--- src/rtl/gudc_pkg.sv ---
package gudc_pkg;

	// ==========================================================
	// register map (byte addresses, one word each)
	// ==========================================================
	localparam logic [2:0] IDX_CTRL   = 3'h0; // 0x00 control
	localparam logic [2:0] IDX_LOAD   = 3'h1; // 0x04 initial count
	localparam logic [2:0] IDX_DELAY  = 3'h2; // 0x08 pulse delay, source periods
	localparam logic [2:0] IDX_PWIDTH = 3'h3; // 0x0c pulse width, source periods
	localparam logic [2:0] IDX_COUNT  = 3'h4; // 0x10 live count
	localparam logic [2:0] IDX_SAVE   = 3'h5; // 0x14 save register
	localparam logic [2:0] IDX_STATUS = 3'h6; // 0x18 status
	localparam logic [2:0] IDX_STREAM = 3'h7; // 0x1c stream head, read pops

	// ==========================================================
	// control field positions
	// ==========================================================
	localparam int CTL_ARM      = 0;  // arm the counter
	localparam int CTL_MODE     = 1;  // [2:1] application
	localparam int CTL_DIR_HW   = 3;  // direction from pin
	localparam int CTL_DIR_UP   = 4;  // software direction, 1 = up
	localparam int CTL_GATE     = 5;  // [6:5] gate use
	localparam int CTL_TRIG     = 7;  // start trigger / gated pulse
	localparam int CTL_EVERY    = 8;  // retrigger on every gate edge
	localparam int CTL_SRC_POL  = 9;  // 1 = falling source edge active
	localparam int CTL_GATE_POL = 10; // 1 = falling gate edge / low level active
	localparam int CTL_BUF      = 11; // buffered gate mode

	localparam logic [1:0] MODE_EVT   = 2'h0;
	localparam logic [1:0] MODE_PULSE = 2'h1;
	localparam logic [1:0] GATE_NONE  = 2'h0;
	localparam logic [1:0] GATE_LVL   = 2'h1;
	localparam logic [1:0] GATE_SAVE  = 2'h2;

	// status bits
	localparam int STS_OUT     = 0;
	localparam int STS_STATE   = 1; // [3:1]
	localparam int STS_VALID   = 4;
	localparam int STS_OVERRUN = 5; // write one to clear

	localparam logic [31:0] RST_WORD = 32'h0000_0000;

	typedef enum logic [2:0] {
		ST_IDLE = 3'h0,
		ST_WAIT = 3'h1,
		ST_RUN  = 3'h3,
		ST_PDLY = 3'h2,
		ST_PHI  = 3'h6,
		ST_DONE = 3'h7
	} gudc_state_e;

	typedef struct packed {
		logic [31:0] ctrl;
		logic [31:0] load;
		logic [31:0] delay;
		logic [31:0] pwidth;
		logic [31:0] cnt;
		logic [31:0] save;
		logic [31:0] stream;
		logic [31:0] pcnt;
		logic [31:0] res;
		logic [31:0] hrdata;
		logic        stream_vld;
		logic        overrun;
		logic        res_vld;
		logic        out;
		gudc_state_e state;
		logic        a_wr;
		logic [2:0]  a_idx;
		logic [2:0]  ff1;
		logic [2:0]  ff2;
		logic [2:0]  ff3;
	} gudc_st_s;

endpackage : gudc_pkg

--- src/rtl/gudc_counter.sv ---
// The AHB-Lite register port and the placing of the registers were chosen for this implementation.
`timescale 1ns/1ps
// Overview of operation
// - width parameter 16, 24 or 32; direction pin only on 24/32.
// - each active source edge moves the count by one, up or down.
// - gate bounds counting intervals or copies count into save register.
// - hardware direction: pin high counts up, pin low counts down.
// - pulse generation uses source edges as its timebase.
// - pulse delay and width are counted in whole source periods.
// - gated pulse fires after the first gate edge or after every one.
// - buffered gate mode latches each result into save register per edge.
// - buffered results stream to the host with a request line.
// - non-buffered gate mode presents the result at every gate edge.
// - with start trigger wait for gate edge, otherwise run at arming.
module gudc_counter
	import gudc_pkg::*;
#(
	parameter int WIDTH = 32 // 16, 24 or 32
)(
	input  wire logic        hclk,      // bus clock
	input  wire logic        hresetn,   // async reset, low
	input  wire logic        hsel,      // slave select
	input  wire logic [31:0] haddr,     // byte address
	input  wire logic [1:0]  htrans,    // transfer type
	input  wire logic        hwrite,    // write
	input  wire logic [2:0]  hsize,     // word only
	input  wire logic [31:0] hwdata,    // write data
	input  wire logic        hready,    // bus ready
	output logic      [31:0] hrdata,    // read data
	output logic             hreadyout, // always ready
	output logic             hresp,     // always okay
	input  wire logic        src_pin,   // source input
	input  wire logic        gate_pin,  // gate input
	input  wire logic        updn_pin,  // count direction input
	output logic             out_pin,   // counter output
	output logic      [31:0] res_data,  // non-buffered result
	output logic             res_vld,   // result strobe
	output logic             stream_req // buffered result waiting
);

	// ==========================================================
	// helpers
	// ==========================================================
	localparam logic [31:0] MASK = (WIDTH >= 32) ? 32'hffff_ffff
		: 32'((64'h1 << WIDTH) - 64'h1);
	localparam bit HAS_DIR = (WIDTH > 16);

	function automatic logic [31:0] wrap_f(input logic [31:0] v);
		return v & MASK;
	endfunction : wrap_f

	function automatic logic is_idx_f(input logic [2:0] a, input logic [2:0] b);
		return a == b;
	endfunction : is_idx_f

	gudc_st_s r;
	gudc_st_s n;

	logic        src_e;
	logic        gate_e;
	logic        gate_lvl;
	logic        dir_up;
	logic        counting;
	logic        gate_act;
	logic        a_take;
	logic        a_map;
	logic [31:0] rd_word;
	logic        pop;
	logic        arm_wr;
	logic        disarm_wr;
	logic [1:0]  mode;
	logic [1:0]  gate_use;

	// ==========================================================
	// pin conditioning
	// ==========================================================
	// edges are taken from the second and third stages only
	assign src_e    = (r.ff2[0] ^ r.ctrl[CTL_SRC_POL]) & ~(r.ff3[0] ^ r.ctrl[CTL_SRC_POL]);
	assign gate_e   = (r.ff2[1] ^ r.ctrl[CTL_GATE_POL]) & ~(r.ff3[1] ^ r.ctrl[CTL_GATE_POL]);
	assign gate_lvl = r.ff2[1] ^ r.ctrl[CTL_GATE_POL];
	assign mode     = r.ctrl[CTL_MODE +: 2];
	assign gate_use = r.ctrl[CTL_GATE +: 2];
	// narrow counter has no direction pin, so software bit rules
	assign dir_up   = (HAS_DIR && r.ctrl[CTL_DIR_HW]) ? r.ff2[2]
		: r.ctrl[CTL_DIR_UP];
	assign counting = (r.state == ST_RUN) && (mode == MODE_EVT) && src_e
		&& ((gate_use != GATE_LVL) || gate_lvl);
	assign gate_act = (r.state == ST_RUN) && (mode == MODE_EVT)
		&& (gate_use == GATE_SAVE) && gate_e;

	// ==========================================================
	// bus decode
	// ==========================================================
	assign a_take    = hsel && htrans[1] && hready;
	assign a_map     = (haddr[31:5] == 27'h0);
	assign pop       = a_take && !hwrite && a_map && is_idx_f(haddr[4:2], IDX_STREAM);
	assign arm_wr    = r.a_wr && is_idx_f(r.a_idx, IDX_CTRL) && hwdata[CTL_ARM]
		&& !r.ctrl[CTL_ARM];
	assign disarm_wr = r.a_wr && is_idx_f(r.a_idx, IDX_CTRL) && !hwdata[CTL_ARM];

	always_comb
	begin
		rd_word = RST_WORD;
		case (haddr[4:2])
			IDX_CTRL:   rd_word = r.ctrl;
			IDX_LOAD:   rd_word = r.load;
			IDX_DELAY:  rd_word = r.delay;
			IDX_PWIDTH: rd_word = r.pwidth;
			IDX_COUNT:  rd_word = r.cnt;
			IDX_SAVE:   rd_word = r.save;
			IDX_STATUS:
			begin
				rd_word[STS_OUT]         = r.out;
				rd_word[STS_STATE +: 3]  = r.state;
				rd_word[STS_VALID]       = r.stream_vld;
				rd_word[STS_OVERRUN]     = r.overrun;
			end
			IDX_STREAM: rd_word = r.stream;
			default:    rd_word = RST_WORD;
		endcase
		if (!a_map)
			rd_word = RST_WORD;
	end

	// ==========================================================
	// next state
	// ==========================================================
	always_comb
	begin
		n         = r;
		n.ff1     = {updn_pin, gate_pin, src_pin};
		n.ff2     = r.ff1;
		n.ff3     = r.ff2;
		n.res_vld = 1'b0;
		n.a_wr    = a_take && hwrite && a_map;
		n.a_idx   = haddr[4:2];
		if (a_take && !hwrite)
			n.hrdata = rd_word;
		if (pop)
			n.stream_vld = 1'b0;

		case (r.state)
			ST_IDLE:
				n.out = 1'b0;
			ST_WAIT:
				if (gate_e)
				begin
					n.state = (mode == MODE_PULSE) ? ST_PDLY : ST_RUN;
					n.pcnt  = r.delay;
				end
			ST_RUN:
			begin
				if (counting)
					n.cnt = dir_up ? wrap_f(r.cnt + 32'h1)
						: wrap_f(r.cnt - 32'h1);
				if (gate_act)
				begin
					n.save = r.cnt;
					if (r.ctrl[CTL_BUF])
					begin
						n.stream     = r.cnt;
						n.stream_vld = 1'b1;
						if (r.stream_vld && !pop)
							n.overrun = 1'b1; // lost an older result
					end
					else
					begin
						n.res     = r.cnt;
						n.res_vld = 1'b1;
					end
				end
			end
			ST_PDLY:
				if (src_e)
				begin
					n.pcnt = r.pcnt - 32'h1;
					if (r.pcnt <= 32'h1)
					begin
						n.state = ST_PHI;
						n.out   = 1'b1;
						n.pcnt  = r.pwidth;
					end
				end
			ST_PHI:
				if (src_e)
				begin
					n.pcnt = r.pcnt - 32'h1;
					if (r.pcnt <= 32'h1)
					begin
						n.out   = 1'b0;
						n.state = (r.ctrl[CTL_TRIG] && r.ctrl[CTL_EVERY]) ? ST_WAIT
							: ST_DONE;
					end
				end
			ST_DONE:
				n.out = 1'b0;
			default:
				n.state = ST_IDLE;
		endcase

		// register writes, data phase
		if (r.a_wr)
		begin
			case (r.a_idx)
				IDX_CTRL:   n.ctrl   = hwdata;
				IDX_LOAD:   n.load   = wrap_f(hwdata);
				IDX_DELAY:  n.delay  = hwdata;
				IDX_PWIDTH: n.pwidth = hwdata;
				IDX_STATUS:
					if (hwdata[STS_OVERRUN] && !(gate_act && r.ctrl[CTL_BUF] && r.stream_vld && !pop))
						n.overrun = 1'b0; // a new overrun beats the clear
				default:    n.overrun = n.overrun;
			endcase
		end
		if (arm_wr)
		begin
			n.cnt  = r.load;
			n.out  = 1'b0;
			n.pcnt = r.delay;
			if (hwdata[CTL_TRIG])
				n.state = ST_WAIT;
			else
				n.state = (hwdata[CTL_MODE +: 2] == MODE_PULSE) ? ST_PDLY : ST_RUN;
		end
		else if (disarm_wr)
		begin
			n.state = ST_IDLE;
			n.out   = 1'b0;
		end
	end

	always_ff @(posedge hclk or negedge hresetn)
	begin
		if (!hresetn)
			r <= '0;
		else
			r <= n;
	end

	assign hrdata     = r.hrdata;
	assign hreadyout  = 1'b1;
	assign hresp      = 1'b0;
	assign out_pin    = r.out;
	assign res_data   = r.res;
	assign res_vld    = r.res_vld;
	assign stream_req = r.stream_vld;

	// ==========================================================
	// assertions
	// ==========================================================
	count_up_a: assert property (@(posedge hclk) disable iff (!hresetn)
		counting && dir_up && !arm_wr |=> r.cnt == wrap_f($past(r.cnt) + 32'h1))
		else $error("count did not step up by one");

	count_down_a: assert property (@(posedge hclk) disable iff (!hresetn)
		counting && !dir_up && !arm_wr |=> r.cnt == wrap_f($past(r.cnt) - 32'h1))
		else $error("count did not step down by one");

	sw_dir_a: assert property (@(posedge hclk) disable iff (!hresetn)
		counting && !(HAS_DIR && r.ctrl[CTL_DIR_HW]) && !arm_wr
		|=> r.cnt == wrap_f($past(r.cnt) + ($past(r.ctrl[CTL_DIR_UP]) ? 32'h1 : 32'hffff_ffff)))
		else $error("direction not taken from control");

	wrap_range_a: assert property (@(posedge hclk) disable iff (!hresetn)
		(r.cnt & ~MASK) == 32'h0)
		else $error("count exceeds counter width");

	level_hold_a: assert property (@(posedge hclk) disable iff (!hresetn)
		r.state == ST_RUN && gate_use == GATE_LVL && !gate_lvl && !r.a_wr
		|=> r.cnt == $past(r.cnt))
		else $error("counted outside gate interval");

	save_latch_a: assert property (@(posedge hclk) disable iff (!hresetn)
		gate_act |=> r.save == $past(r.cnt))
		else $error("save register missed gate edge");

	stream_push_a: assert property (@(posedge hclk) disable iff (!hresetn)
		gate_act && r.ctrl[CTL_BUF] |=> stream_req && r.stream == $past(r.cnt))
		else $error("buffered result not offered");

	nobuf_out_a: assert property (@(posedge hclk) disable iff (!hresetn)
		gate_act && !r.ctrl[CTL_BUF] |=> res_vld && res_data == $past(r.cnt))
		else $error("unbuffered result not presented");

	trig_wait_a: assert property (@(posedge hclk) disable iff (!hresetn)
		r.state == ST_WAIT && !gate_e && !r.a_wr |=> r.state == ST_WAIT)
		else $error("left trigger wait without gate edge");

	pulse_time_a: assert property (@(posedge hclk) disable iff (!hresetn)
		r.state == ST_PDLY && !src_e && !r.a_wr |=> r.state == ST_PDLY && !out_pin)
		else $error("pulse delay moved without source edge");

	pulse_high_a: assert property (@(posedge hclk) disable iff (!hresetn)
		r.state == ST_PDLY && src_e && r.pcnt <= 32'h1 && !r.a_wr
		|=> out_pin ##0 r.pcnt == $past(r.pwidth))
		else $error("pulse did not start after delay");

	first_only_a: assert property (@(posedge hclk) disable iff (!hresetn)
		r.state == ST_PHI && src_e && r.pcnt <= 32'h1 && !r.ctrl[CTL_EVERY] && !r.a_wr
		|=> r.state == ST_DONE)
		else $error("single gated pulse retriggered");

	overrun_set_a: assert property (@(posedge hclk) disable iff (!hresetn)
		gate_act && r.ctrl[CTL_BUF] && r.stream_vld && !pop |=> r.overrun)
		else $error("lost result did not flag overrun");

	stream_pop_a: assert property (@(posedge hclk) disable iff (!hresetn)
		pop && !(gate_act && r.ctrl[CTL_BUF]) |=> !stream_req)
		else $error("stream request survived a pop");

	arm_load_a: assert property (@(posedge hclk) disable iff (!hresetn)
		arm_wr |=> r.cnt == $past(r.load) && r.state != ST_IDLE)
		else $error("arming did not load the count");

	arm_start_a: assert property (@(posedge hclk) disable iff (!hresetn)
		arm_wr && !hwdata[CTL_TRIG] && hwdata[CTL_MODE +: 2] == MODE_EVT |=> r.state == ST_RUN)
		else $error("untriggered count did not start at arming");

	res_pulse_a: assert property (@(posedge hclk) disable iff (!hresetn)
		res_vld |=> !res_vld)
		else $error("result strobe longer than one cycle");

	gate_wait_a: assert property (@(posedge hclk) disable iff (!hresetn)
		r.state == ST_WAIT && gate_e && mode == MODE_PULSE && !r.a_wr
		|=> r.state == ST_PDLY && r.pcnt == $past(r.delay))
		else $error("gate edge did not start pulse delay");

	idle_quiet_a: assert property (@(posedge hclk) disable iff (!hresetn)
		r.state == ST_IDLE && !r.a_wr |=> r.cnt == $past(r.cnt) && !out_pin)
		else $error("idle counter moved");

	dly_step_a: assert property (@(posedge hclk) disable iff (!hresetn)
		r.state == ST_PDLY && src_e && r.pcnt > 32'h1 && !r.a_wr
		|=> r.state == ST_PDLY && r.pcnt == $past(r.pcnt) - 32'h1)
		else $error("delay did not step by one source period");

	pulse_c: cover property (@(posedge hclk) disable iff (!hresetn)
		r.state == ST_PHI ##1 r.state == ST_WAIT);
	buffered_c: cover property (@(posedge hclk) disable iff (!hresetn)
		gate_act && r.ctrl[CTL_BUF] ##1 pop);
	wrap_c: cover property (@(posedge hclk) disable iff (!hresetn)
		counting && !dir_up && r.cnt == 32'h0);
	overrun_c: cover property (@(posedge hclk) disable iff (!hresetn)
		$rose(r.overrun));

endmodule : gudc_counter

--- config.mk ---
export PLATFORM = sky130hd
export DESIGN_NAME = gudc_counter
export DESIGN_NICKNAME = d
export VERILOG_FILES = /design/src/rtl/gudc_pkg.sv /design/src/rtl/gudc_counter.sv
export SDC_FILE = /design/constraint.sdc
export NUM_CORES = 1
export LEC_CHECK = 0
export BUFFER_PORTS_ARGS = -buffer_cell sky130_fd_sc_hd__buf_2
export CORE_ASPECT_RATIO = 0.9
export CORE_MARGIN = 4
export CORE_UTILIZATION = 55
export DETAILED_ROUTE_END_ITERATION = 6
export PLACE_DENSITY_LB_ADDON = 0.2
export SLEW_MARGIN = 5
export SYNTH_ARGS = -nofsm -noshare
export SYNTH_HDL_FRONTEND = slang
export SYNTH_SLANG_ARGS = --single-unit
--- constraint.sdc ---
create_clock -name hclk -period 4.3 [get_ports hclk]
set_input_delay 0.215 -clock hclk [delete_from_list [all_inputs] [get_ports hclk]]
set_output_delay 0.215 -clock hclk [all_outputs]
set_load 0.02 [all_outputs]
**Word-level counts from Yosys, hierarchy flattened**

Cells that the tools add are included.

- Bits in latches: 0
- Bits in read-only memories: 0
- Output and inout port bits: 69
- Logic and storage cells: 150
- Memories: 0
- Input bits: 77
- Bits in writable memories: 0
- Bits in registers: 339

- Div/mod/pow operators: 0
- Multiply operators: 0
- Add/subtract/negate cells: 3
- Reductions and logical operators: 50
- $lt $le $gt $ge: 1
- Shifts and indexed selects: 0
- Bitwise operators: 9
- Mux-type cells: 38
- Equality and inequality tests: 29

Operators by type and width:

| kind | number |
|---|---|
| 32-bit two-way mux | 10 |
| 26-bit one-hot mux with 7 select lines | 1 |
| 96-bit two-way mux | 1 |
| 32-bit one-hot mux with 3 select lines | 1 |
| 64-bit two-way mux | 1 |
| 32-bit by 1-bit subtractor with 32-bit output (second input constant) | 2 |
| 6-bit one-hot mux with 8 select lines | 1 |
| 32-bit by 1-bit adder with 32-bit output (second input constant) | 1 |
| 32-bit by 1-bit less-or-equal comparator with 1-bit output (second input constant) | 1 |
| 27-bit logical NOT | 1 |
| 4-bit two-way mux | 6 |
| 1-bit logical AND | 22 |
| 3-bit equality test (second input constant) | 7 |
| 4-bit != test (second input constant) | 5 |
| 3-bit by 2-bit equality test with 1-bit output (second input constant) | 6 |
| 3-bit two-way mux | 4 |
| 3-bit one-hot mux with 4 select lines | 1 |
| 2-bit AND reduction | 6 |
| 3-bit by 1-bit equality test with 1-bit output (second input constant) | 3 |
| 3-bit logical NOT | 3 |
| 1-bit two-way mux | 9 |
| 3-bit != test (second input constant) | 3 |
| 3-bit AND reduction | 2 |
| 6-bit AND reduction | 1 |
| other kinds (19) | 32 |

**Longest topological paths before layout**

Gate-level depths: netlist (run 1).

- Word-level depth: 14
- Gate-level depth with buffers: 12
- Mapped depth without buffers: 11

**Least setup slack after synthesis (run 1)**

OpenSTA, ideal clock, no wires.

- Path type: flip-flop to flip-flop
- From: register r[311] in the netlist's numbering
- To: register r[210] in the netlist's numbering
- Setup slack: -0.087 ns
- Cell stages (with the launch flop): 12
- Setup time: 0.141 ns
- Buffers on the path: 0
- Clock period less this slack: 4.387 ns
- Required time: 4.159 ns
- Arrival: 4.245 ns
- Path through: dfrtp_1 -> mux2i_1 -> ha_1 -> a21o_1 -> a221oi_1 -> o32a_1 -> o21ai_0 -> a21oi_1 -> o21ai_0 -> a21oi_1 -> xor2_1 -> a31oi_1

- Word-level cells in the longest chain between the ends: 5

Ends and longest elaborated chain:

| element | line | text |
|---|---|---|
| start, declared | gudc_counter.sv:56 | `gudc_st_s r;` |
| start signal, assigned | gudc_counter.sv:237 | `r <= n;` |
| 1-bit two-way mux | gudc_counter.sv:84 | `assign dir_up = (HAS_DIR && r.ctrl[CTL_DIR_HW]) ? r.ff2[2]` |
| 32-bit two-way mux | gudc_counter.sv:154 | `n.cnt = dir_up ? wrap_f(r.cnt + 32'h1)` |
| 32-bit two-way mux | gudc_counter.sv:153 | `if (counting)` |
| 96-bit two-way mux | gudc_counter.sv:142 | `case (r.state)` |
| 32-bit two-way mux | gudc_counter.sv:215 | `if (arm_wr)` |

Every way passes these cells. The select of a mux whose other input is x is not followed.
A chain may end at the register's enable or synchronous reset.

**Final worst setup path (run 1)**

Same ends and word-level chain as after synthesis.

==> out/metrics.yaml, run 1 <==
cp_common_cell: "a21oi_1"
peakVddDrop_mv: 0.237
cts_buffers: 37
synth-seq-cells: 339
dp.cells: 2217
grt_pass1_wl_mm: 81.4
postCtsSetupBuffers: 0
yosysSeqAreaShare: 0.473
wl_per_cell_um: 22.5
synth_nets: 1916
path_class: "reg2reg"
final_cells: 2313
cp-start-kind: "register"
final_hold_viol_count: 0
htree_levels: 2
track_usage: 0.292
worst_pin_slew_ns: 1.19
first_pass_iters: 5
clock-sinks: 339
drive_gt1_frac: 0.227
clk_latency_ns: 0.53
hold_class: "in2reg"
n_fill_cell: 2624
syn2layout_area_growth_pct: 12.0
gr-total-overflow: 0
power_mw: 8.27
whs_ns: 0.0359
drt-initial-drc-count: 1348
drc_errors: 0
p_leak_nw: 9.55
max_cap_viol_count: 0
synth_cells: 1805
grt_pass1_vias: 14301
antenna_found_initial: 1
tns_ns: 0
ys.flop_type: "dfrtp_1"
via_per_inst: 6.24
final_cell_mix: "dfrtp_1 (339), nand2_1 (292), mux2_2 (169), buf_2 (135), a21oi_1 (131)"
status: "finished clean"
clk_pin_slew_ns: 0.06
report.final.slew_viol_count: 0
cpMaxStageDelayCell: "dfrtp_1"
async_flop_share: 1.00
critical_path_arrival_ns: 4.20
finalCriticalPeriod_ns: 3.83
skew_ns: 0.0132
coreArea_sq_um: 32000
relSlewSlack: 0.206
syn_area_sq_um: 17900
slowest_delay_ns: 0.43
cts_tree: "yes"
setup_slack_ns: 0.466
synth-edff-count: 0
root_buffer: "clkbuf_16"
die_h_um: 179
die_area_sq_um: 35600
max_freq_ghz: 0.261
min_period_over_period: 0.892
final_common_cell: "dfrtp_1"
hpwl_mm: 34.8
setup_violations: 0
rows: 62
worstPathMaxFanout: 20
regArea_sq_um: 8480
grt_max_degree: 101
powerDensity_nw_per_um2: 412
initial_core_util: 0.560
worstPathRequired_ns: 4.67
avgSynthCellArea_sq_um: 9.94
pre_cts_ws_ns: 0.624
yosysWarnings: 0
die_w_um: 198
ioPinCount: 146
path_cells: "mux2i_4 > buf_4 > buf_4 > ha_1 > a21oi_1 > a21boi_0 > nor4b_1 > o21ai_0 > a21oi_1 > o21ai_0 > a21oi_1 > xor2_1 > a31oi_1"
multiInputGateArea_sq_um: 8530
clk_path_buf_depth: 3
totalWireLength_mm: 52.0
n_antenna_cell: 0
final_nets: 1987
rsz0062_at_grt: "false"
ant_nets: 0
gp_congestion: 0.926
critPathCaptureType: "register"
via_count: 14424
io_buffers: 137
ys_types: 69
-- path summary, 6_finish.rpt --
path / endpoint / start / slack [ns] / cells past startpoint
setup / recovery: r[210] / r[311] / 0.47 / 13
hold / removal: r[315] / hwdata[7] / 0.04 / 3
hold reg to reg: n[1] / n[4] / 0.36 / 0
setup reg to reg: r[210] / r[311] / 0.47 / 13
min in group asynchronous: n[0] / hresetn / 0.33 / 2
max in group asynchronous: res_data[18] / hresetn / 2.82 / 3
-- stage by stage --
| step | util | instance area (sq um) |
|---|---|---|
| 5_1_grt | 0.627 | 20100 |
| 3_3_place_gp | 0.580 | 18600 |
| 3_5_place_dp | 0.580 | 18600 |
| 6_report | 0.627 | 20100 |
| 2_1_floorplan | - | 17900 |
| 4_1_cts | 0.627 | 20100 |
-- registers in the layout (all words and copies together), names as in the netlist --
signal,cells
gate_use,2
res_vld,1
out_pin,1
stream_req,1
r,262
hrdata,32
res_data,32
n,6
mode,2
-- where the power goes --
part / internal, mW / switching [mW]
Sequential: 3.36 / 0.231
Combinational: 0.614 / 1.00
Clock: 1.80 / 1.27
Total: 5.77 / 2.50
-- synthesized netlist by cell type, types with 7 or more instances --
cell	count	area (sq um)
nand3_1	33	165
nor4_1	12	75.1
o21ai_0	93	465
nand4_1	9	56.3
mux2i_1	36	360
o221ai_1	9	78.8
nand2b_1	15	93.8
xnor2_1	20	175
inv_1	17	63.8
a22oi_1	17	128
xor2_1	18	158
o41ai_1	7	61.3
nand2_1	292	1100
clkbuf_1	84	315
o211ai_1	11	82.6
buf_2	8	40.0
a21oi_1	131	656
a31oi_1	16	100
a21o_1	9	67.6
nor2_1	132	495
and3_1	11	68.8
mux4_2	15	338
buf_1	18	67.6
nor3_1	23	115
nor2b_1	12	75.1
dfrtp_1	339	8480
buf_4	66	495
or3_1	12	75.1
a22o_1	37	324
mux2_2	169	1900
ha_1	33	413
a211oi_1	16	120
-- worst max-delay path, delay by kind of cell (launching register included) --
kind,cells,cell delay (ns)
adder cells (fa/ha/maj),1,0.29
AO/OA/AOI/OAI,7,1.50
buffers and inverters,2,0.57
flip-flops,1,0.43
AND/OR/NAND/NOR,1,0.29
XOR/XNOR,1,0.18
multiplexers,1,0.42
-- cell type report --
class,instances,area share
repair buffers,208,0.0670
well taps,416,0.0259
inverters,17,0.00318
clock buffers,54,0.0539
multi-input cells,1273,0.425
clock inverters,6,0.00293
flip-flops and latches,339,0.422
-- logic make-up after synthesis --
kind of cell | count (synthesis) | share of synthesized area
AND/OR/NAND/NOR | 583 | 0.145
AO/OA/AOI/OAI | 396 | 0.140
flip-flops | 339 | 0.473
multiplexers | 220 | 0.145
buffers and inverters | 193 | 0.0548
XOR/XNOR | 38 | 0.0186
adder cells (fa/ha/maj) | 34 | 0.0241
other | 2 | 0.000419
-- metal layers --
metal  track usage  vias up  routed length [um]
li1              -     6516                   -
met1         0.391     7182               21700
met2         0.477      591               24400
met3        0.0425      133                3500
met4         0.127        2                2400
met5             0        -                  11
-- timing repair --
item,CTS,global route
resized for setup,0,0
hold buffers,36,0
endpoints found under the hold margin,163,0
(Power assumes the default switching activity.)
==> run 2, diff against run 1 <==
- clock period: 4.3 -> 4.03 ns (I/O delays scaled with it)
==> out/metrics.yaml, run 2 (same netlist as run 1, synthesis figures left out) <==
coreArea_sq_um: 32000  # unchanged
rows: 62  # unchanged
max_freq_ghz: 0.267  # +2.4%
io_buffers: 137  # unchanged
grt_pass1_wl_mm: 79.8  # -1.9%
clk_pin_slew_ns: 0.06  # about the same
critPathCaptureType: "register"
multiInputGateArea_sq_um: 8530  # unchanged
via_per_inst: 6.24  # about the same
cpMaxStageDelayCell: "mux2i_4"
clk_latency_ns: 0.55  # +0.02 ns
n_fill_cell: 2646  # +0.84%
finalCriticalPeriod_ns: 3.74  # -0.0893 ns
path_cells: "mux2i_4 > buf_12 > ha_1 > a21oi_1 > o21ai_0 > or3_1 > o221a_2 > o21ai_0 > o21bai_1 > o31a_1 > xnor2_1 > o311ai_0"
setup_violations: 0  # unchanged
min_period_over_period: 0.929  # +0.0376
postCtsSetupBuffers: 0  # unchanged
cpLargestDelayFamily: "compound AO/OA/AOI/OAI gates"
ant_nets: 0  # unchanged
final_cell_mix: "dfrtp_1 (339), nand2_1 (292), mux2_2 (169), buf_2 (135), a21oi_1 (131)"
via_count: 14488  # +0.44%
gp_congestion: 0.915  # -1.3%
drive_gt1_frac: 0.231  # +0.00430
max_cap_viol_count: 0  # unchanged
drt-initial-drc-count: 1124  # -17%
whs_ns: 0.129  # +0.0927 ns
die_area_sq_um: 35600  # unchanged
cts_buffers: 37  # unchanged
cp_common_cell: "o21ai_0"
cp-start-kind: "register"
powerDensity_nw_per_um2: 446  # +8.3%
dr_wl_met2_mm: 24.5  # +0.42%
tns_ns: 0  # unchanged
totalWireLength_mm: 51.5  # -0.82%
rsz0062_at_grt: "false"
wl_per_cell_um: 22.2  # -1.2%
skew_ns: 0.0224  # +0.00925 ns
n_antenna_cell: 0  # unchanged
worstPathMaxFanout: 24  # +20%
peakVddDrop_mv: 0.307  # +29%
top_register: "r"
final_common_cell: "dfrtp_1"
report.final.slew_viol_count: 0  # unchanged
hold_class: "in2reg"
slowest_delay_ns: 0.50  # +0.07 ns
ioPinCount: 146  # unchanged
m1WireLength_mm: 21.8  # +0.50%
grt_max_degree: 135  # +34%
antenna_found_initial: 0  # -1
largest_reg_flops: 262  # unchanged
final_hold_viol_count: 0  # unchanged
status: "finished clean"
cts_tree: "yes"
first_pass_iters: 5  # unchanged
p_leak_nw: 9.63  # +0.86%
power_mw: 9.04  # +9.2%
clk_path_buf_depth: 3  # unchanged
clock-sinks: 339  # unchanged
crit_buf_inv: 1  # -1
die_h_um: 179  # unchanged
top_layer_used: "met4"
critical_path_arrival_ns: 4.16  # -0.04 ns
relSlewSlack: 0.0797  # -0.126
root_buffer: "clkbuf_16"
hpwl_mm: 34.6  # -0.31%
final_core_util: 0.632  # +0.00508
worst_pin_slew_ns: 1.38  # +0.184 ns
track_usage: 0.286  # -0.00567
die_w_um: 198  # unchanged
initial_core_util: 0.560  # unchanged
regArea_sq_um: 8480  # unchanged
drc_errors: 0  # unchanged
worstPathRequired_ns: 4.44  # -0.23 ns
syn2layout_area_growth_pct: 12.9
wl_met3_mm: 3.20  # -8.4%
final_nets: 1991  # +0.20%
gr-total-overflow: 0  # unchanged
path_class: "reg2reg"
htree_levels: 2  # unchanged
grt_pass1_vias: 14120  # -1.3%
==> run 2: through the flow <==
stage	instance area (sq um)	worst slack (ns)	cells
after detailed placement	18600	0.362	2219
final	20200	0.285	2321
after CTS	20200	0.317	2321
after global routing	20200	0.0972	2321
after floorplan	17900	0.197	1805
after global placement	18600	0.476	2219
==> run 2: worst reg2reg max path, stage by stage, from the launching register on <==
cell and delay, ns:
dfrtp_1 0.42, mux2i_4 0.50, buf_12 0.24, ha_1 0.29, a21oi_1 0.17, o21ai_0 0.20
or3_1 0.39, o221a_2 0.29, o21ai_0 0.31, o21bai_1 0.17, o31a_1 0.27, xnor2_1 0.12
o311ai_0 0.26
==> run 2: path summary, 6_finish.rpt <==
path | from | to | slack (ns) | cells past startpoint
setup / recovery | r[311] | r[209] | 0.29 | 12
max in group asynchronous | hresetn | res_data[20] | 2.44 | 3
hold / removal | haddr[4] | r[11] | 0.13 | 1
min in group asynchronous | hresetn | r[215] | 0.37 | 2
setup reg to reg | r[311] | r[209] | 0.29 | 12
hold reg to reg | n[3] | n[0] | 0.35 | 0
==> run 2: routing by layer <==
layer,global-route usage,vias up
met5,0,-
met4,0.111,0
met3,0.0370,121
met2,0.466,563
met1,0.394,7286
li1,-,6518
==> run 2: timing repair <==
item / CTS / global route
hold endpoints to repair: 246 / 0
hold buffers: 38 / 0
resized for setup: 0 / 0
==> run 2: area by class of cell <==
| type | count | share of cell area |
|---|---|---|
| multi-input cells | 1273 | 0.421 |
| flip-flops and latches | 339 | 0.419 |
| repair buffers | 212 | 0.0695 |
| clock buffers | 55 | 0.0561 |
| well taps | 416 | 0.0257 |
| clock inverters | 9 | 0.00531 |
| inverters | 17 | 0.00315 |
==> run 2: report_power, final <==
part | internal, mW | switching, mW
registers | 3.59 | 0.250
clock network | 2.08 | 1.40
logic | 0.662 | 1.05
